`src/design/wake_timer_consts.vh`:
```
`ifndef WAKE_TIMER_CONSTS_VH
`define WAKE_TIMER_CONSTS_VH

// ----------------------------------------
// Register offsets
// ----------------------------------------
`define OFF_RELOAD 8'h86
`define OFF_CONTROL 8'h8F
`define OFF_IRQ_CONTROL 8'h90
`define OFF_STATUS 8'h91
`define OFF_MASK 8'h92
`define OFF_COUNT 8'h93

// ----------------------------------------
// Field positions
// ----------------------------------------
`define CTL_FLAG_BIT 4
`define CTL_RUN_BIT 3
`define CTL_PS_MSB 2
`define CTL_PS_LSB 0
`define IEN_WAKE_BIT 0
`define IEN_GLOBAL_BIT 1
`define EVT_OVERFLOW_BIT 0
`define EVT_WAKEUP_BIT 1
`define EVT_WIDTH 2

// ----------------------------------------
// Reset values and counter top
// ----------------------------------------
`define RST_CONTROL 8'h00
`define RST_RELOAD 8'h00
`define RST_IRQ_CONTROL 2'h0
`define RST_STATUS 2'h0
`define RST_MASK 2'h0
`define RST_COUNT 8'h00
`define COUNT_TOP 8'hFF

// ----------------------------------------
// Timing
// ----------------------------------------
`define OSC_FREQ_HZ 10000
`define SYS_FREQ_HZ 100000000
`define MIN_CLOCK_RATIO 2
`define PS_WIDTH 11

`endif

```
`src/design/osc_edge_sync.v`:
```
`timescale 1ns/100ps
`include "wake_timer_consts.vh"

// ----------------------------------------
// Low-speed oscillator edge detector
// ----------------------------------------
module osc_edge_sync (
    // Clock and reset
    input wire sys_clk,
    input wire reset,
    // Oscillator pin and tick
    input wire osc_in,
    output reg osc_tick
);

    reg sync_a;
    reg sync_b;
    reg sync_c;
    reg osc_level;

    always @(posedge sys_clk) begin
        if (reset) begin
            sync_a <= 1'b0;
            sync_b <= 1'b0;
            sync_c <= 1'b0;
            osc_level <= 1'b0;
            osc_tick <= 1'b0;
        end else begin
            sync_a <= osc_in;
            sync_b <= sync_a;
            sync_c <= sync_b;
            osc_tick <= 1'b0;
            // A change counts only once the two later stages agree
            if (sync_b == sync_c && sync_b != osc_level) begin
                osc_level <= sync_b;
                osc_tick <= sync_b;
            end
        end
    end

endmodule

```
`src/design/wake_prescaler.v`:
```
`timescale 1ns/100ps
`include "wake_timer_consts.vh"

// ----------------------------------------
// Oscillator tick prescaler
// ----------------------------------------
module wake_prescaler (
    // Clock and reset
    input wire sys_clk,
    input wire reset,
    // Control
    input wire clear,
    input wire osc_tick,
    input wire [2:0] select,
    // Prescaled tick
    output wire ps_tick
);

    reg [`PS_WIDTH-1:0] count;

    function [`PS_WIDTH-1:0] last_count;
        input [2:0] sel;
        begin
            case (sel)
                3'h0: last_count = 11'h000;
                3'h1: last_count = 11'h003;
                3'h2: last_count = 11'h00F;
                3'h3: last_count = 11'h03F;
                3'h4: last_count = 11'h0FF;
                3'h5: last_count = 11'h1FF;
                3'h6: last_count = 11'h3FF;
                default: last_count = 11'h7FF;
            endcase
        end
    endfunction

    assign ps_tick = osc_tick & (count >= last_count(select));

    always @(posedge sys_clk) begin
        if (reset || clear) begin
            count <= {`PS_WIDTH{1'b0}};
        end else if (osc_tick) begin
            // Compare with >= so a smaller ratio chosen mid-count cannot stall
            if (count >= last_count(select)) begin
                count <= {`PS_WIDTH{1'b0}};
            end else begin
                count <= count + 11'h001;
            end
        end
    end

endmodule

```
`src/design/self_wakeup_timer.v`:
```
`timescale 1ns/100ps
`include "wake_timer_consts.vh"

module self_wakeup_timer (
    // Clock and reset
    input wire sys_clk,
    input wire reset,
    // Register port
    input wire [7:0] reg_addr,
    input wire [7:0] reg_wdata,
    input wire reg_write,
    input wire reg_read,
    output reg [7:0] reg_rdata,
    // Low-speed oscillator
    input wire osc_in,
    output wire osc_keep_on,
    // Power modes
    input wire idle_mode,
    input wire power_down_mode,
    output reg wakeup,
    // Interrupts
    output wire wake_irq_request,
    output wire irq
);

    // ----------------------------------------
    // Register state
    // ----------------------------------------
    reg wake_overflow_flag;
    reg wake_run_bit;
    reg [2:0] wake_prescale_select;
    reg [7:0] wake_reload_value;
    reg wake_irq_enable;
    reg global_irq_enable;
    reg [`EVT_WIDTH-1:0] event_status;
    reg [`EVT_WIDTH-1:0] event_mask;
    reg [7:0] wake_timer;
    reg run_prev;
    reg low_power_prev;

    // ----------------------------------------
    // Internal signals
    // ----------------------------------------
    wire osc_tick;
    wire ps_tick;
    wire run_start;
    wire overflow;
    wire low_power;
    wire wake_event;
    wire ps_clear;
    wire [7:0] control_value;
    reg [7:0] next_rdata;
    reg [`EVT_WIDTH-1:0] next_status;

    localparam [7:0] CONTROL_RESET = `RST_CONTROL;
    localparam [1:0] IRQ_CONTROL_RESET = `RST_IRQ_CONTROL;

    function hit;
        input [7:0] addr;
        input [7:0] offset;
        begin
            hit = (addr == offset);
        end
    endfunction

    // ----------------------------------------
    // Oscillator tick and prescaler
    // ----------------------------------------
    // The pin passes a three-flop synchronizer and a level must hold for two
    // samples to count; shorter levels are lost, hence the clock ratio demand.
    osc_edge_sync osc_edge_sync_inst (
        .sys_clk(sys_clk),
        .reset(reset),
        .osc_in(osc_in),
        .osc_tick(osc_tick)
    );

    assign ps_clear = ~wake_run_bit | run_start;

    wake_prescaler wake_prescaler_inst (
        .sys_clk(sys_clk),
        .reset(reset),
        .clear(ps_clear),
        .osc_tick(osc_tick),
        .select(wake_prescale_select),
        .ps_tick(ps_tick)
    );

    // ----------------------------------------
    // Control decode
    // ----------------------------------------
    assign run_start = wake_run_bit & ~run_prev;
    assign low_power = idle_mode | power_down_mode;
    // Only reset or clearing the run bit stops the counter; power modes do not
    // A stale count of FF left from the last run must not roll over at start
    assign overflow = wake_run_bit & ~run_start & ps_tick & (wake_timer == `COUNT_TOP);
    assign wake_event = overflow & low_power;
    // Software owns turning the oscillator on; this only stops it being
    // gated off while asleep
    assign osc_keep_on = wake_run_bit;

    assign control_value = {3'h0, wake_overflow_flag, wake_run_bit, wake_prescale_select};

    // ----------------------------------------
    // Control register
    // ----------------------------------------
    always @(posedge sys_clk) begin
        if (reset) begin
            wake_run_bit <= CONTROL_RESET[`CTL_RUN_BIT];
            wake_prescale_select <= CONTROL_RESET[`CTL_PS_MSB:`CTL_PS_LSB];
        end else if (reg_write && hit(reg_addr, `OFF_CONTROL)) begin
            wake_run_bit <= reg_wdata[`CTL_RUN_BIT];
            wake_prescale_select <= reg_wdata[`CTL_PS_MSB:`CTL_PS_LSB];
        end
    end

    // Overflow wins over a clearing write in the same cycle
    always @(posedge sys_clk) begin
        if (reset) begin
            wake_overflow_flag <= 1'b0;
        end else if (overflow) begin
            wake_overflow_flag <= 1'b1;
        end else if (reg_write && hit(reg_addr, `OFF_CONTROL)) begin
            wake_overflow_flag <= reg_wdata[`CTL_FLAG_BIT];
        end
    end

    // ----------------------------------------
    // Reload register
    // ----------------------------------------
    // Writes while running are accepted as-is; the next reload may then
    // pick up either value, so software keeps to writing while halted.
    always @(posedge sys_clk) begin
        if (reset) begin
            wake_reload_value <= `RST_RELOAD;
        end else if (reg_write && hit(reg_addr, `OFF_RELOAD)) begin
            wake_reload_value <= reg_wdata;
        end
    end

    // ----------------------------------------
    // Interrupt enable register
    // ----------------------------------------
    always @(posedge sys_clk) begin
        if (reset) begin
            wake_irq_enable <= IRQ_CONTROL_RESET[`IEN_WAKE_BIT];
            global_irq_enable <= IRQ_CONTROL_RESET[`IEN_GLOBAL_BIT];
        end else if (reg_write && hit(reg_addr, `OFF_IRQ_CONTROL)) begin
            wake_irq_enable <= reg_wdata[`IEN_WAKE_BIT];
            global_irq_enable <= reg_wdata[`IEN_GLOBAL_BIT];
        end
    end

    // ----------------------------------------
    // Counter
    // ----------------------------------------
    always @(posedge sys_clk) begin
        if (reset) begin
            run_prev <= 1'b0;
        end else begin
            run_prev <= wake_run_bit;
        end
    end

    // Counting ignores idle_mode and power_down_mode entirely
    always @(posedge sys_clk) begin
        if (reset) begin
            wake_timer <= `RST_COUNT;
        end else if (run_start) begin
            wake_timer <= wake_reload_value;
        end else if (wake_run_bit && ps_tick) begin
            if (wake_timer == `COUNT_TOP) begin
                wake_timer <= wake_reload_value;
            end else begin
                wake_timer <= wake_timer + 8'h01;
            end
        end
    end

    // ----------------------------------------
    // Wake-up
    // ----------------------------------------
    // Held from the overflow until the power mode is left, so a slow
    // power controller cannot miss it. Reload FFH at 1/1 overflows every
    // tick and is left to software to avoid.
    always @(posedge sys_clk) begin
        if (reset) begin
            wakeup <= 1'b0;
            low_power_prev <= 1'b0;
        end else begin
            low_power_prev <= low_power;
            if (!low_power) begin
                wakeup <= 1'b0;
            end else if (wake_event) begin
                wakeup <= 1'b1;
            end
        end
    end

    // ----------------------------------------
    // Interrupt status and mask
    // ----------------------------------------
    always @* begin
        next_status = event_status;
        if (reg_read && hit(reg_addr, `OFF_STATUS)) begin
            next_status = {`EVT_WIDTH{1'b0}};
        end
        if (overflow) begin
            next_status[`EVT_OVERFLOW_BIT] = 1'b1;
        end
        if (wake_event) begin
            next_status[`EVT_WAKEUP_BIT] = 1'b1;
        end
    end

    always @(posedge sys_clk) begin
        if (reset) begin
            event_status <= `RST_STATUS;
        end else begin
            event_status <= next_status;
        end
    end

    always @(posedge sys_clk) begin
        if (reset) begin
            event_mask <= `RST_MASK;
        end else if (reg_write && hit(reg_addr, `OFF_MASK)) begin
            event_mask <= reg_wdata[`EVT_WIDTH-1:0];
        end
    end

    assign irq = |(event_status & event_mask);
    assign wake_irq_request = wake_overflow_flag & wake_irq_enable & global_irq_enable;

    // ----------------------------------------
    // Read data
    // ----------------------------------------
    always @* begin
        next_rdata = 8'h00;
        if (reg_read) begin
            case (reg_addr)
                `OFF_CONTROL: next_rdata = control_value;
                `OFF_RELOAD: next_rdata = wake_reload_value;
                `OFF_IRQ_CONTROL: next_rdata = {6'h00, global_irq_enable, wake_irq_enable};
                `OFF_STATUS: next_rdata = {6'h00, event_status};
                `OFF_MASK: next_rdata = {6'h00, event_mask};
                `OFF_COUNT: next_rdata = wake_timer;
                default: next_rdata = 8'h00;
            endcase
        end
    end

    always @(posedge sys_clk) begin
        if (reset) begin
            reg_rdata <= 8'h00;
        end else begin
            reg_rdata <= next_rdata;
        end
    end

endmodule

```
`config.mk`:
```
export PLATFORM = sky130hd
export DESIGN_NAME = self_wakeup_timer
export DESIGN_NICKNAME = d
export VERILOG_FILES = /design/src/design/osc_edge_sync.v /design/src/design/wake_prescaler.v /design/src/design/self_wakeup_timer.v
export VERILOG_INCLUDE_DIRS = /design/src /design/src/design
export SDC_FILE = /design/constraint.sdc
export NUM_CORES = 1
export LEC_CHECK = 0
export BUFFER_PORTS_ARGS = -buffer_cell sky130_fd_sc_hd__clkbuf_2
export CORE_MARGIN = 3
export CORE_UTILIZATION = 52
export DETAILED_ROUTE_END_ITERATION = 12
export PLACE_DENSITY = 0.76
export SYNTH_ARGS = -nofsm -noshare
export SYNTH_HDL_FRONTEND = slang
export SYNTH_SLANG_ARGS = --single-unit
```
`constraint.sdc`:
```
create_clock -name sys_clk -period 2.4 [get_ports sys_clk]
set_input_delay 0.12 -clock sys_clk [delete_from_list [all_inputs] [get_ports sys_clk]]
set_output_delay 0.12 -clock sys_clk [all_outputs]
set_load 0.01 [all_outputs]
```
======== After elaboration in Yosys (flattened, before gate mapping) ========
Cells that the tools add are included.
operators by class
  order comparisons ....................... 2
  div/mod/pow operators ................... 0
  eq/ne operators ......................... 15
  bitwise operators ....................... 17
  multipliers ............................. 0
  reduce and logical (&&, ||, !) cells .... 17
  muxes and demuxes ....................... 13
  add/subtract/negate cells ............... 2
  shift operators ......................... 0
operators by type and width
  cell                                                                   count
  11-bit one-hot mux with 7 select lines                                 1
  8-bit equality test, second input constant                             7
  8-bit one-hot mux with 6 select lines                                  1
  11-bit 2-to-1 mux                                                      3
  8-bit 2-to-1 mux                                                       3
  11-bit >= comparator                                                   2
  11-bit by 1-bit adder with 11-bit output, second input constant        1
  3-bit equality test, second input constant                             3
  8-bit by 1-bit adder with 8-bit output, second input constant          1
  1-bit AND                                                              8
  2-bit nonzero test                                                     4
  2-bit OR reduction                                                     4
  1-bit logical AND                                                      7
  3-bit by 2-bit equality test with 1-bit output, second input constant  2
  1-bit NOT                                                              6
  1-bit 2-to-1 mux                                                       4
  3-bit by 1-bit equality test with 1-bit output, second input constant  1
  3-bit logical NOT                                                      1
  2-bit AND                                                              1
  2-bit 2-to-1 mux                                                       1
  1-bit bitwise OR                                                       2
  1-bit equality test                                                    1
  1-bit logical OR                                                       1
  1-bit inequality test                                                  1
word-level totals
  ROM bits ................................ 0
  memory bits (writable) .................. 0
  bits in registers ....................... 53
  bits in latches ......................... 0
  logic and storage cells ................. 85
  output and inout port bits .............. 12
  input bits .............................. 23
  memories kept ........................... 0

======== Logic depth before layout (Yosys ltp) ========
Gate-level depths: netlist of run 1.
  word-level depth ........................ 8
  depth in mapped cells ................... 10
  gate-level depth less buffers ........... 8

======== Hierarchy ========
A second synthesis of run 1 with hierarchy kept.
second synthesis, totals
  cells, all modules ...................... 303
  area, all modules ....................... 2800.2 sq um
modules (own cells, without submodules)
  module             area an instance (sq um)  cells each  instances  sequential area each (sq um)
  self_wakeup_timer  1808.0                    200         1          740.7
  wake_prescaler     842.1                     91          1          220.2
  osc_edge_sync      150.1                     12          1          100.1

======== Worst setup path before layout of run 1 ========
OpenSTA, ideal clock, no wires.
  path kind ............................... reg2reg
  start point ............................. reg wake_prescale_select[2]
  end point ............................... reg wake_timer[2]
  period minus slack after synthesis ...... 2.345 ns
  cell stages (with the launch flop) ...... 9
  path buffers ............................ 1
  required time ........................... 2.266 ns
  path slack .............................. 0.055 ns
  arrival time ............................ 2.211 ns
  library setup time ...................... 0.134 ns
  path through ............................ dfxtp_1 clkbuf_1 nand3_1 ha_1 nand4_2 or3b_4 o221a_4 o311ai_0 o31ai_1
between the ends
  word-level cells in the longest chain between the ends .. 6
ends and longest elaborated chain
  what                                               line                     RTL
  start: declaration                                 self_wakeup_timer.v:31   reg [2:0] wake_prescale_select;
  start signal: assignment                           self_wakeup_timer.v:110  wake_prescale_select <= CONTROL_RESET[`CTL_PS_MSB:`CTL_PS_LSB];
  start signal: assignment                           self_wakeup_timer.v:113  wake_prescale_select <= reg_wdata[`CTL_PS_MSB:`CTL_PS_LSB];
  3-bit equality test, or another cell as far along  wake_prescaler.v:24      case (sel)
  11-bit one-hot mux with 7 select lines (*)         wake_prescaler.v:24
  11-bit >= comparator (*)                           wake_prescaler.v:37      assign ps_tick = osc_tick & (count >= last_count(select));
  1-bit AND (*)                                      wake_prescaler.v:37
  1-bit logical AND (*)                              self_wakeup_timer.v:171  end else if (wake_run_bit && ps_tick) begin
  2-bit nonzero test (no source line) (*)            n/a
  end signal: assignment                             self_wakeup_timer.v:170  wake_timer <= wake_reload_value;
  end signal: assignment                             self_wakeup_timer.v:173  wake_timer <= wake_reload_value;
  end signal: assignment                             self_wakeup_timer.v:175  wake_timer <= wake_timer + 8'h01;
  end: declaration                                   self_wakeup_timer.v:37   reg [7:0] wake_timer;
Every way passes the cells marked *; elsewhere a longest branch is shown, timed or not.
A chain may end at the register's enable or synchronous reset.

======== Worst setup path after layout of run 1 ========
  start point ............................. reg wake_prescale_select[2]
  end point ............................... reg wake_timer[3]
Same word-level chain as after synthesis.

==> results.txt, run 1 <==
- Result of the run: finished clean
* Worst r2r path cells: 7
- Of the synthesized area, sequential elements account for 0.397.
- In the final routed layout, each cell accounts on average for 16.4 um.
- The worst setup path is launched from a flop.
* Wire length of the first global-routing pass: 11.0 mm
- Cell at the root of the clock tree: sky130_fd_sc_hd__clkbuf_8
- CTS clk-pin slew, worst paths: 0.09 ns
- Share of Yosys cell area claimed by the top area cell type: 0.397
* Vertical die dimension: 77.7 um
- Drt drc: 0
* Port Buffer Count: 34
- For this design the ratio of total power to cell area is 495 nW/um^2.
* Leakage power: 1.20 nW
- Max rail drop VDD: 0.313 mV
- Total congestion overflow after global routing: 0
* Slew Limit Fails: 0
* Worst slack on hold paths: 0.0398 ns
* Headroom to the max-slew limit: 0.334
* Count of non-filler cells in the finished layout: 410
* Std-Cell Rows: 25
- Highest clock rate: 443 MHz
* Post-synthesis register bit count: 53
- Once detail routing completed, the nets flagged for antenna violations numbered 0.
- Syn avg cell area: 8.95 sq um
- Dominant combinational cell family by area after synthesis: simple AND/OR/NAND/NOR gates
* Yosys warnings: 0
* Largest net degree at the start of global routing: 26
- Setup repair after global routing missed its margin: no
- Clock Sinks: 53
* Clock tree from TritonCTS: yes
- Across the routed clock network, the largest skew measured is 0.00674 ns.
* Required time reported for the critical path endpoint: 2.61 ns
- In this run the critical register-to-register path is launched from wake_prescale_select[2]$_SDFFE_PP0P_.
- Initial cell density of the core: 0.552
- GP Congestion: 0.928
- sky130_fd_sc_hd__dfxtp_1 takes more of the synthesized area than any other cell.
- The cell count after synthesis came out at 299.
- Total wirelength of the detailed-routed design: 6.74 mm
- The worst path in the final design needs a cycle of 2.26 ns, including I/O delays and setup.
- Of the total synthesized cell area, the portion taken by XOR and XNOR cells is 0.0327.
* Synth Area in Adders: 0.0608
- For this run, the post-layout net count is 378.
- The number of antenna diodes in the final layout is 0.
* Clock Path Buffers: 2
- In the final layout, the share of cells above drive strength 1 is 0.230.
- The first detailed-routing pass ran for 5 iterations.
- The worst setup path is of the flop to flop kind.
- In this run the worst path has a maximum fanout of 8.
- Number of max-cap violations: 0
- After detailed routing, the number of vias per cell comes to 6.06.
- Fraction of synthesized area in multiplexers: 0.0430
* Arrival @ worst endpoint: 2.47 ns
- Sorting the synthesized cells by area gives the leading types as sky130_fd_sc_hd__dfxtp_1 (40%), sky130_fd_sc_hd__ha_1 (6.1%), sky130_fd_sc_hd__a21oi_1 (4.7%).
* Complex-gate fraction of the synthesized area: 0.197
- Share of the clock period used by the worst path after layout: 0.941
- Boundary Pins: 35
- Compared with the post-synthesis result, the final layout area differs by 18.4%.
* Cell count after placement: 403
- Hold Fails Final Rpt: 0
* Area of the core: 4850 sq um
- Terminating pin of the worst hold path: osc_edge_sync_inst.sync_a$_SDFF_PP0_
- The number of antenna violations at the first check in global routing was 0.
- In this design, the stage delay of the slowest critical-path cell is 0.40 ns.
- The floorplan step defined a die boundary enclosing 6040 sq um.
- Setup violations remaining at the end of the flow were counted as 0.
- Slack of the worst reg-to-reg path: 0.14 ns
* H-tree depth: 2
- Via total after detailed routing: 2484
- In this run the most critical hold path is launched from osc_in.
- Among all stages on the critical path, the largest delay is contributed by sky130_fd_sc_hd__or3b_4.
- The worst setup path is captured at a flop.
- Width of the chip: 77.7 um
* Actual transition at the worst max-transition pin: 0.983 ns
- Clock tree synthesis inserted a total of 5 buffers.
- Kind of path behind the tightest hold check: input port to flop
- Among all flip-flop cells after synthesis, the most frequent one is sky130_fd_sc_hd__dfxtp_1.
- HPWL reported at the end of detailed placement: 4.97 mm
* Synthesized net count: 335
* Tot GR Track Use: 0.226
- In this run the critical register-to-register path is captured at wake_timer[3]$_SDFFE_PP0P_.
- Number of setup buffers added after CTS: 0
- Asr flop ratio synth: 0
- Number of library cell types mapped by synthesis: 57
- In this run, the number of DRC markers left after iteration 0 of detailed routing was 246.
* EDFF count, synth: 0
- The number of global-route vias before repair was 2272.
* Clock latency on the worst-skew pair: 0.30 ns
* Worst hold stages: 2
* CP cell instances: inv_1 > ha_1 > and3_1 > or3b_4 > o221ai_2 > nand3_1 > o31ai_1
- The synthesized netlist occupies a cell area of 2680 sq um.
* Post-synthesis simple-gate area fraction: 0.232
==> cell usage after synthesis, types with 2 or more instances <==
library cell               count
sky130_fd_sc_hd__dfxtp_1      53
sky130_fd_sc_hd__nand2_1      29
sky130_fd_sc_hd__nor2_1       27
sky130_fd_sc_hd__a21oi_1      25
sky130_fd_sc_hd__nand3_1      18
sky130_fd_sc_hd__ha_1         13
sky130_fd_sc_hd__inv_1        11
sky130_fd_sc_hd__and3_1       10
sky130_fd_sc_hd__o21ai_0      10
sky130_fd_sc_hd__clkbuf_1      8
sky130_fd_sc_hd__xor2_1        8
sky130_fd_sc_hd__mux2i_1       7
sky130_fd_sc_hd__a22oi_1       5
sky130_fd_sc_hd__nor2b_1       5
sky130_fd_sc_hd__o311ai_0      5
sky130_fd_sc_hd__o31ai_1       5
sky130_fd_sc_hd__a21o_1        4
sky130_fd_sc_hd__buf_2         4
sky130_fd_sc_hd__a222oi_1      3
sky130_fd_sc_hd__a31oi_1       3
sky130_fd_sc_hd__nand4_1       3
sky130_fd_sc_hd__nor3_1        3
sky130_fd_sc_hd__a311oi_1      2
sky130_fd_sc_hd__mux4_2        2
sky130_fd_sc_hd__nand4b_1      2
sky130_fd_sc_hd__nor3b_1       2
sky130_fd_sc_hd__xnor2_1       2
==> metal layers <==
metal	vias up	track usage	wire length, um
met2	95	0.360	3290
met3	12	0.0487	510
met5	-	0	0
li1	1189	-	-
met4	0	0.0641	78
met1	1188	0.308	2850
==> through the flow <==
step,setup WS [ns],util,TNS [ns],power (mW),cell area (sq um)
global route,0.00676,0.653,0,1.62,3170
CTS,0.0130,0.644,0,1.58,3120
global placement,-0.155,0.617,-1.67,0.959,2990
floorplan,0.0549,-,0,0.927,2680
detailed placement,-0.254,0.617,-2.69,0.960,2990
finish,0.142,0.653,0,1.57,3170
==> area by class of cell <==
cell class | count | area (sq um)
inverter | 11 | 41.3
tap | 67 | 83.8
sequential | 53 | 1070
multi-input combinational | 222 | 1570
fill | 394 | 1680
timing repair buffer | 49 | 283
clock buffer | 7 | 86.3
clock inverter | 1 | 30.0
==> worst max path at each step <==
stage | startpoint | cells after the start | endpoint
finish | wake_prescale_select[2]$_SDFFE_PP0P_ | 7 | wake_timer[3]$_SDFFE_PP0P_
global route | wake_prescale_select[2]$_SDFFE_PP0P_ | 7 | wake_timer[3]$_SDFFE_PP0P_
floorplan | wake_prescale_select[2]$_SDFFE_PP0P_ | 8 | wake_timer[2]$_SDFFE_PP0P_
detailed placement | wake_prescale_select[2]$_SDFFE_PP0P_ | 7 | wake_prescaler_inst.count[8]$_SDFFE_PP0P_
CTS | wake_prescale_select[0]$_SDFFE_PP0P_ | 8 | wake_timer[3]$_SDFFE_PP0P_
global placement | wake_prescale_select[2]$_SDFFE_PP0P_ | 7 | wake_prescaler_inst.count[9]$_SDFFE_PP0P_
==> sequential cells by signal (all words and copies together) (netlist names) <==
| signal | count |
|---|---|
| run_prev | 1 |
| wake_irq_enable | 1 |
| event_status | 2 |
| reg_rdata | 8 |
| wake_timer | 8 |
| osc_edge_sync_inst.sync_c | 1 |
| event_mask | 2 |
| osc_edge_sync_inst.sync_a | 1 |
| osc_edge_sync_inst.osc_tick | 1 |
| wake_reload_value | 8 |
| global_irq_enable | 1 |
| wake_prescaler_inst.count | 11 |
| wake_overflow_flag | 1 |
| osc_keep_on | 1 |
| wakeup | 1 |
| wake_prescale_select | 3 |
| osc_edge_sync_inst.osc_level | 1 |
| osc_edge_sync_inst.sync_b | 1 |
==> placed cells by master, fill, tap and decap left out, types with 3 or more instances in the layout <==
cell,n
sky130_fd_sc_hd__inv_1,11
sky130_fd_sc_hd__xor2_1,8
sky130_fd_sc_hd__a22oi_1,5
sky130_fd_sc_hd__ha_1,13
sky130_fd_sc_hd__and3_1,10
sky130_fd_sc_hd__nand3_1,18
sky130_fd_sc_hd__a21oi_1,24
sky130_fd_sc_hd__a222oi_1,3
sky130_fd_sc_hd__nand2_1,29
sky130_fd_sc_hd__clkbuf_8,6
sky130_fd_sc_hd__nor2_1,27
sky130_fd_sc_hd__o31ai_1,5
sky130_fd_sc_hd__mux2i_1,7
sky130_fd_sc_hd__clkbuf_2,34
sky130_fd_sc_hd__nand4_1,3
sky130_fd_sc_hd__nor3_1,3
sky130_fd_sc_hd__o311ai_1,3
sky130_fd_sc_hd__o21ai_0,9
sky130_fd_sc_hd__a21o_1,4
sky130_fd_sc_hd__nor2b_1,5
sky130_fd_sc_hd__buf_4,15
sky130_fd_sc_hd__dfxtp_1,50
==> cells by family (layout without fill, tap and decap cells) <==
logic type / after synthesis / count (layout)
AND/OR/NAND/NOR: 114 / 114
AO/OA/AOI/OAI: 76 / 76
flip-flops: 53 / 53
buffers and inverters: 24 / 68
adder cells (fa/ha/maj): 13 / 13
XOR/XNOR: 10 / 10
multiplexers: 9 / 9
==> where the power goes <==
part | switching [mW] | internal, mW
Combinational | 0.0359 | 0.0229
Clock | 0.287 | 0.340
Sequential | 0.00155 | 0.879
Total | 0.325 | 1.24
==> worst max-delay path: cells and delay by family, from the launching register on <==
| family | cells | cell delay [ns] |
|---|---|---|
| buffers and inverters | 1 | 0.08 |
| DFF | 1 | 0.39 |
| adders and majority gates | 1 | 0.30 |
| and+or+nand+nor | 3 | 0.85 |
| AOI/OAI and AO/OA | 2 | 0.55 |
==> timing repair <==
| action | in CTS | in global routing |
|---|---|---|
| gates resized for setup | 6 | 13 |
| endpoints found under the setup margin | 18 | 20 |
| hold buffers | 0 | 0 |
| pin swaps | 0 | 2 |
(Power assumes the default switching activity.)
==> run 2: changes to the inputs <==
==> constraint.sdc (replaced) <==
create_clock -name sys_clk -period 1.9 [get_ports sys_clk]
set_input_delay 0.095 -clock sys_clk [delete_from_list [all_inputs] [get_ports sys_clk]]
set_output_delay 0.095 -clock sys_clk [all_outputs]
set_load 0.01 [all_outputs]
==> results.txt, run 2 (synthesis results as in run 1) <==
- Result of the run: complete, but fails checks
* Violated checks: negative setup slack
- The starting utilization of the core area came to 0.552 (unchanged).
- The library cell used most frequently in the layout, excluding fill and tap cells, is sky130_fd_sc_hd__dfxtp_1.
* Fillers: 373 (-5.3%)
* Number of antenna repair diodes: 0 (unchanged)
* Via count of the first global-routing pass: 2452 (+7.9%)
- The overall die width was 77.7 um (unchanged).
- Number of antenna violations at the first check in global routing: 0 (unchanged)
- The total congestion overflow is 0 (unchanged).
- The vias per cell was 5.93 (-2.2%).
- Slew Limit Fails: 0 (unchanged)
* Required time reported for the critical path endpoint: 2.09 ns (-0.52 ns)
* Number of max-cap violations: 0 (unchanged)
* Minimum period implied by the final worst setup slack: 2.20 ns (-0.0610 ns)
* Clock Sinks: 53 (unchanged)
- TritonCTS built the clock tree.
* Hold_sp: reg_wdata[6]
- The quantity of I/O buffers inserted on ports came to 34 (unchanged).
- Actual transition at the worst max-transition pin: 1.20 ns (+0.219 ns)
* Number of optimization iterations in the first detailed-route pass: 6 (+1)
- CTS clk-pin slew, worst paths: 0.10 ns (about the same)
- The library cells used most frequently in the layout, excluding fill and tap cells, are sky130_fd_sc_hd__dfxtp_1 (50), sky130_fd_sc_hd__clkbuf_2 (34), sky130_fd_sc_hd__buf_4 (32).
* Cell Pwr Density: 536 nW/um^2 (+8.4%)
- Via total after detailed routing: 2548 (+2.6%)
- The row count is 25 (unchanged).
* Max reg flops: 11 (unchanged)
- The maximum number of buffers from clock root to sink came to 2 (unchanged).
- Stage delay of the slowest cell on the critical path: 0.44 ns (+0.04 ns)
- The global router's overall resource usage was 0.237 (+0.0105).
* CP startpoint kind: flop
- The final hold violation count was 0 (unchanged).
- The critical path arrival is 2.39 ns (-0.08 ns).
- Multi-input logic area: 1740 sq um (+10%)
- The overall power of the completed layout is 1.87 mW (+19%).
- The final cycle utilization of the critical path was 1.16 (+0.215).
* Vertical die dimension: 77.7 um (unchanged)
- The cell leakage power came to 1.33 nW (+10%).
* Mean routed wirelength per cell: 16.3 um (-0.49%)
- Worst r2r path cells: 7 (unchanged)
* Worst Setup End Kind: flop
- The post-layout net count came to 398 (+5.3%).
- The area growth from synthesis to layout is 30.2%.
- The critical-path maximum fanout came to 8 (unchanged).
- Slack of the worst reg-to-reg path: -0.30 ns (-0.44 ns)
* Final core utilization: 0.718 (+0.0650)
- Total CTS buffers: 5 (unchanged)
- The global-route wire length before repair was 11.5 mm (+4.5%).
- GP Congestion: 0.895 (-3.6%)
- The clock latency on the worst-skew pair came to 0.32 ns (+0.02 ns).
- The count of final setup violators came to 22 (+22).
* Combined flip-flop and latch cell area: 1070 sq um (+0.23%)
* Launching point of the worst reg2reg path: wake_prescale_select[2]$_SDFFE_PP0P_
- The signal on the critical path passes through inv_4 > ha_4 > and3_4 > or3b_4 > o221a_4 > o311ai_1 > o31ai_1.
* Worst clock skew on the final layout: 0.00949 ns (+0.00275 ns)
* DRC marker count from the first detailed-route iteration: 222 (-9.8%)
- The half-perimeter wire length of the detailed placement result is 5.02 mm (+0.98%).
* Largest net degree at the start of global routing: 19 (-27%)
- Headroom to the max-slew limit: 0.185 (-0.149)
* Total wirelength of the detailed-routed design: 7.03 mm (+4.4%)
- The most critical setup path has its startpoint at wake_prescale_select[2]$_SDFFE_PP0P_.
- Setup repair after global routing missed its margin: yes
- The critical path in this run is classified as flop to flop.
- Share of cells above drive strength 1: 0.322 (+0.0920)
- Worst hold stages: 3 (+1)
- The path with the worst hold slack has its endpoint at wake_reload_value[6]$_SDFFE_PP0P_.
* Cell at the root of the clock tree: sky130_fd_sc_hd__clkbuf_8
- The area of the die came to 6040 sq um (unchanged).
- H-tree depth: 2 (unchanged)
- Worst slack at placement: -0.486 ns (-0.232 ns)
* Post-Route Setup TNS: -5.85 ns (-5.85 ns)
- Highest clock rate: 455 MHz (+2.8%)
- Among all stages on the critical path, the largest delay is contributed by sky130_fd_sc_hd__dfxtp_4.
- Reg-to-Reg End: wake_timer[7]$_SDFFE_PP0P_
- The number of routed nets with antenna violations came to 0 (unchanged).
- Final worst slack: -0.297 ns (-0.439 ns)
* Boundary Pins: 35 (unchanged)
- Area of the core: 4850 sq um (unchanged)
* Max rail drop VDD: 0.489 mV (+56%)
- The number of remaining DRC errors is 0 (unchanged).
- Largest reg by FF count: wake_prescaler_inst.count
- Kind of path behind the tightest hold check: input port to flop
-- run 2: changes by cell type in the layout (fill, tap and decap cells not counted), sizes merged --
cell         delta
bufinv          -1
clkinv          +2
dlygate4sd3     +2
buf            +18
clkbuf          -1
-- run 2: worst max-delay path: cells and delay by family, from the launching register on --
family	cells	cell delay (ns)
flops	1	0.44
buf+inv	1	0.07
compound gates	3	0.69
simple gates	2	0.61
fa+ha+maj	1	0.27
-- run 2: final cells by class --
| class | instances | share of cell area |
|---|---|---|
| multi-input combinational | 222 | 0.499 |
| sequential | 53 | 0.308 |
| timing repair buffer | 69 | 0.129 |
| tap | 67 | 0.0241 |
| clock buffer | 6 | 0.0237 |
| inverter | 11 | 0.0126 |
| clock inverter | 2 | 0.00395 |
-- run 2: routing by layer --
| layer | track usage | up-vias | routed length [um] |
|---|---|---|---|
| met2 | 0.386 | 99 | 3450 |
| li1 | - | 1227 | - |
| met3 | 0.0429 | 15 | 421 |
| met1 | 0.319 | 1207 | 3050 |
| met5 | 0 | - | 0 |
| met4 | 0.0712 | 0 | 111 |
-- run 2: worst max path at each step --
stage | endpoint | slack (ns) | cells after the start
final | wake_timer[7]$_SDFFE_PP0P_ | -0.30 | 7
after global routing | wake_timer[6]$_SDFFE_PP0P_ | -0.39 | 7
after CTS | wake_timer[4]$_SDFFE_PP0P_ | -0.26 | 7
after detailed placement | wakeup$_SDFFE_PP0P_ | -0.49 | 8
after global placement | wake_timer[6]$_SDFFE_PP0P_ | -0.32 | 7
after floorplan | wake_timer[6]$_SDFFE_PP0P_ | -0.23 | 8
-- run 2: what timing repair did --
item / in CTS / in global routing
cloned: 0 / 0
endpoints found under the hold margin: 2 / 0
setup endpoints to repair: 23 / 23
resized for setup: 20 / 11
pin swaps: 4 / 6
hold buffers: 2 / 0
buffers inserted: 1 / 0
-- run 2: where the power goes --
group,switching (mW),internal [mW]
Combinational,0.0470,0.0321
Sequential,0.00183,1.11
Clock,0.382,0.296
Total,0.431,1.44
-- run 2: stage by stage --
stage                     cells  cell area (sq um)  hold slack (ns)
final                       430               3480          0.00875
after global routing        430               3480           0.0162
after CTS                   430               3430          0.00319
after detailed placement    419               3180            0.316
after global placement      419               3180            0.308
after floorplan             299               2750            0.174
==> run 3: changes to the inputs <==
--- a/config.mk
+++ b/config.mk
@@ -6,11 +6,12 @@
 export SDC_FILE = /design/constraint.sdc
 export NUM_CORES = 1
 export LEC_CHECK = 0
+export ABC_AREA = 1
 export BUFFER_PORTS_ARGS = -buffer_cell sky130_fd_sc_hd__clkbuf_2
 export CORE_MARGIN = 3
 export CORE_UTILIZATION = 52
 export DETAILED_ROUTE_END_ITERATION = 12
-export PLACE_DENSITY = 0.76
+export PLACE_DENSITY = 0.75
 export SYNTH_ARGS = -nofsm -noshare
 export SYNTH_HDL_FRONTEND = slang
 export SYNTH_SLANG_ARGS = --single-unit
==> results.txt, run 3 <==
- Result of the run: complete, but fails checks
- Violated checks: negative setup slack
- Asr flop ratio synth: 0 (unchanged)
* Actual transition at the worst max-transition pin: 0.349 ns (-0.854 ns)
- Library cell occupying the most area in the post-synthesis netlist: sky130_fd_sc_hd__dfxtp_1
- The standard cell core area came to 5200 sq um (+7.4%).
- Tot GR Track Use: 0.225 (-0.0122)
- Share of power burned in the clock network: 0.426 (+0.063)
- The clock skew was 0.00661 ns (-0.00288 ns).
- Setup repair after global routing could not meet its margin everywhere.
- Clock latency on the worst-skew pair: 0.31 ns (about the same)
- Total congestion overflow after global routing: 0 (unchanged)
- The worst hold margin came to 0.00998 ns (+0.00122 ns).
* Number of max-cap violations: 0 (unchanged)
* Drt drc: 0 (unchanged)
* Boundary Pins: 35 (unchanged)
* Share of Yosys cell area claimed by the top area cell type: 0.373 (-0.0234)
- The total instance count after detailed placement came to 513 (+22%).
* Sequential share of power: 0.529 (-0.066)
* Area of placed instances: 3150 sq um (-1.0%)
* Most frequent cells after synthesis: sky130_fd_sc_hd__nand2_1 (75), sky130_fd_sc_hd__inv_1 (59), sky130_fd_sc_hd__dfxtp_1 (53), sky130_fd_sc_hd__nor2_1 (44), sky130_fd_sc_hd__a21oi_1 (37)
- The filler-free cell count of the finished design was 523 (+22%).
- Arrival @ worst endpoint: 2.15 ns (-0.24 ns)
- STA classifies the critical path endpoint as a flop.
- Yosys warnings: 0 (unchanged)
- Leading cell type by number of instances after synthesis: sky130_fd_sc_hd__nand2_1
- HPWL reported at the end of detailed placement: 5.03 mm (+0.22%)
- The starting utilization of the core area was 0.546 (-0.00559).
- The area of the die was 6390 sq um (+5.8%).
- Ranked by total cell area, the synthesized netlist is headed by sky130_fd_sc_hd__dfxtp_1 (37%), sky130_fd_sc_hd__nand2_1 (9.9%), sky130_fd_sc_hd__inv_1 (7.8%).
* Synthesized net count: 442 (+32%)
- Cell Pwr Density: 612 nW/um^2 (+14%)
- The share of the core filled with cells in the final layout is 0.662 (-0.0564).
* DRC marker count from the first detailed-route iteration: 194 (-13%)
- Leaving out fill and tap cells, the most frequent cell in the layout is sky130_fd_sc_hd__nand2_1.
* Cell at the root of the clock tree: sky130_fd_sc_hd__clkbuf_8
* EDFF count, synth: 0 (unchanged)
- The clock transition at the register clock pins on the worst setup and hold paths after CTS is 0.10 ns (about the same).
* Internal power: 1.67 mW (+16%)
- The number of flip-flops under the largest register name came to 11 (unchanged).
- Ranked by flip-flop count, first place goes to wake_prescaler_inst.count.
* Std-Cell Rows: 26 (+4.0%)
- The post-synthesis cell count was 406 (+36%).
* Slew Limit Fails: 0 (unchanged)
* Clock Path Buffers: 2 (unchanged)
- The final hold violation count was 0 (unchanged).
* Max rail drop VDD: 0.343 mV (-30%)
- Share of cells above drive strength 1: 0.232 (-0.0905)
- The post-synthesis register bit count was 53 (unchanged).
- The top achievable clock speed came to 510 MHz (+12%).
- The sink count of the clock tree is 53 (unchanged).
- Clock tree from TritonCTS: yes
- The post-detailed-routing wire length came to 6.89 mm (-1.9%).
* Sequential fraction of the synthesis area: 0.373 (-0.0234)
- Leaving out fill and tap cells, the most frequent cells in the layout are sky130_fd_sc_hd__nand2_1 (70), sky130_fd_sc_hd__inv_1 (57), sky130_fd_sc_hd__dfxtp_1 (50).
* Vertical die dimension: 79.9 um (+2.8%)
- The number of search-and-repair iterations in the first detailed-routing pass was 4 (-2).
- The required time of the worst setup path is 2.09 ns (about the same).
- The net switching fraction of the power was 0.208 (-0.0222).
* Number of routed nets with antenna violations: 0 (unchanged)
* GP Congestion: 0.889 (-0.69%)
- The vias per cell came to 5.24 (-12%).
- Number of antenna repair diodes: 0 (unchanged)
* Syn avg cell area: 7.00 sq um (-22%)
* Kind of path behind the tightest hold check: input port to flop
* Largest net degree at the start of global routing: 24 (+5)
- The number of global-route vias before repair is 2608 (+6.4%).
* Via total after detailed routing: 2740 (+7.5%)
- Compared with the post-synthesis result, the final layout area differs by 21.2%.
* Combinational Power Share: 0.045 (+0.003)
- The post-layout net count was 488 (+23%).
* CP startpoint kind: flop
- The overall die width is 79.9 um (+2.8%).
* Switching pwr: 0.439 mW (+2.0%)
* Post-Route Setup TNS: -0.429 ns (+5.42 ns)
- Headroom to the max-slew limit: 0.765 (+0.579)
- Worst Path Class, Setup: flop to flop
- The maximum level of the CTS H-tree is 2 (unchanged).
- Synth Cell Area: 2840 sq um (+6.3%)
- Number of library cell types mapped by synthesis: 36 (-37%)
- The TritonCTS buffer count is 5 (unchanged).
* Wire length of the first global-routing pass: 11.3 mm (-1.4%)
- The routed length per placed instance came to 13.2 um (-19%).
- The critical-path maximum fanout is 6 (-2).
- The placement-stage worst setup slack was -0.184 ns (+0.302 ns).
- The shortest clock period the worst path allows after layout came to 1.96 ns (-0.237 ns).
* Final worst slack: -0.0595 ns (+0.237 ns)
* Number of antenna violations at the first check in global routing: 0 (unchanged)
- Synth Flop Type: sky130_fd_sc_hd__dfxtp_1
* PnR Total Power: 2.11 mW (+13%)
- The cell leakage power is 1.50 nW (+13%).
* Port Buffer Count: 34 (unchanged)
- Count of final setup violators: 12 (-45%)
- The final cycle utilization of the critical path is 1.03 (-0.125).
- The post-route cell area came to 3450 sq um (-1.1%).
-- run 3: changes by cell type after synthesis, moves of 6 or more --
cell                      change
sky130_fd_sc_hd__inv_1       +48
sky130_fd_sc_hd__nand2_1     +46
sky130_fd_sc_hd__o21ai_0     +20
sky130_fd_sc_hd__nor2_1      +17
sky130_fd_sc_hd__a21oi_1     +12
sky130_fd_sc_hd__nand3_1     +10
sky130_fd_sc_hd__and3_1       -9
sky130_fd_sc_hd__mux2i_1      -7
sky130_fd_sc_hd__o22ai_1      +6
-- run 3: final timing paths --
kind                                        start                              endpoint  slack [ns]  cells past startpoint
min reg2reg  osc_edge_sync_inst.sync_a$_SDFF_PP0_  osc_edge_sync_inst.sync_b$_SDFF_PP0_        0.41                      2
max reg2reg  wake_prescale_select[1]$_SDFFE_PP0P_          event_status[1]$_SDFFE_PP0P_       -0.06                     12
max          wake_prescale_select[1]$_SDFFE_PP0P_          event_status[1]$_SDFFE_PP0P_       -0.06                     12
min                                  reg_wdata[6]     wake_reload_value[6]$_SDFFE_PP0P_        0.01                      3
-- run 3: cell families after synthesis --
kind of cell / share of synthesized area
and+or+nand+nor: 0.301
AOI/OAI and AO/OA: 0.153
buffers and inverters: 0.0973
DFF: 0.373
adders and majority gates: 0.0572
xor gates and xnor gates: 0.0185
-- run 3: cell type report --
type | instances | area, sq um
fill | 468 | 1760
multi-input combinational | 282 | 1650
sequential | 53 | 1070
timing repair buffer | 46 | 270
inverter | 64 | 240
tap | 70 | 87.6
clock buffer | 5 | 68.8
clock inverter | 3 | 65.1
-- run 3: worst max-delay path, stage by stage (launching register included) --
cell and delay [ns]:
sky130_fd_sc_hd__dfxtp_4 0.40, sky130_fd_sc_hd__buf_4 0.12, sky130_fd_sc_hd__nand3_1 0.07, sky130_fd_sc_hd__ha_1 0.32
sky130_fd_sc_hd__nand2_1 0.07, sky130_fd_sc_hd__nand2_1 0.06, sky130_fd_sc_hd__a21oi_2 0.15, sky130_fd_sc_hd__nand2_1 0.09
sky130_fd_sc_hd__o21bai_2 0.20, sky130_fd_sc_hd__buf_6 0.15, sky130_fd_sc_hd__nor2_4 0.04, sky130_fd_sc_hd__nand2_4 0.10
sky130_fd_sc_hd__o21ai_1 0.07
-- run 3: power groups by stage --
stage,Sequential (mW),Combinational (mW),Clock (mW)
after CTS,1.11,0.0925,0.917
after detailed placement,1.14,0.0897,0
final,1.11,0.0942,0.899
after floorplan,1.14,0.0441,0
after global routing,1.12,0.105,0.948
after global placement,1.14,0.0879,0
-- run 3: layer usage --
| metal | routed length, um | vias to the layer above | GRT usage | share of wire |
|---|---|---|---|---|
| met5 | 0 | - | 0 | 0 |
| met4 | 89 | 0 | 0.0811 | 0.013 |
| met3 | 332 | 11 | 0.0429 | 0.048 |
| met2 | 3270 | 70 | 0.377 | 0.47 |
| met1 | 3200 | 1247 | 0.286 | 0.46 |
| li1 | - | 1412 | - | - |
-- run 3: timing repair --
action | in CTS | in global routing
hold buffers | 1 | 0
pin swaps | 3 | 10
setup endpoints to repair | 23 | 23
hold endpoints to repair | 1 | 0
buffers inserted | 1 | 0
gates cloned | 0 | 0
resized for setup | 15 | 21
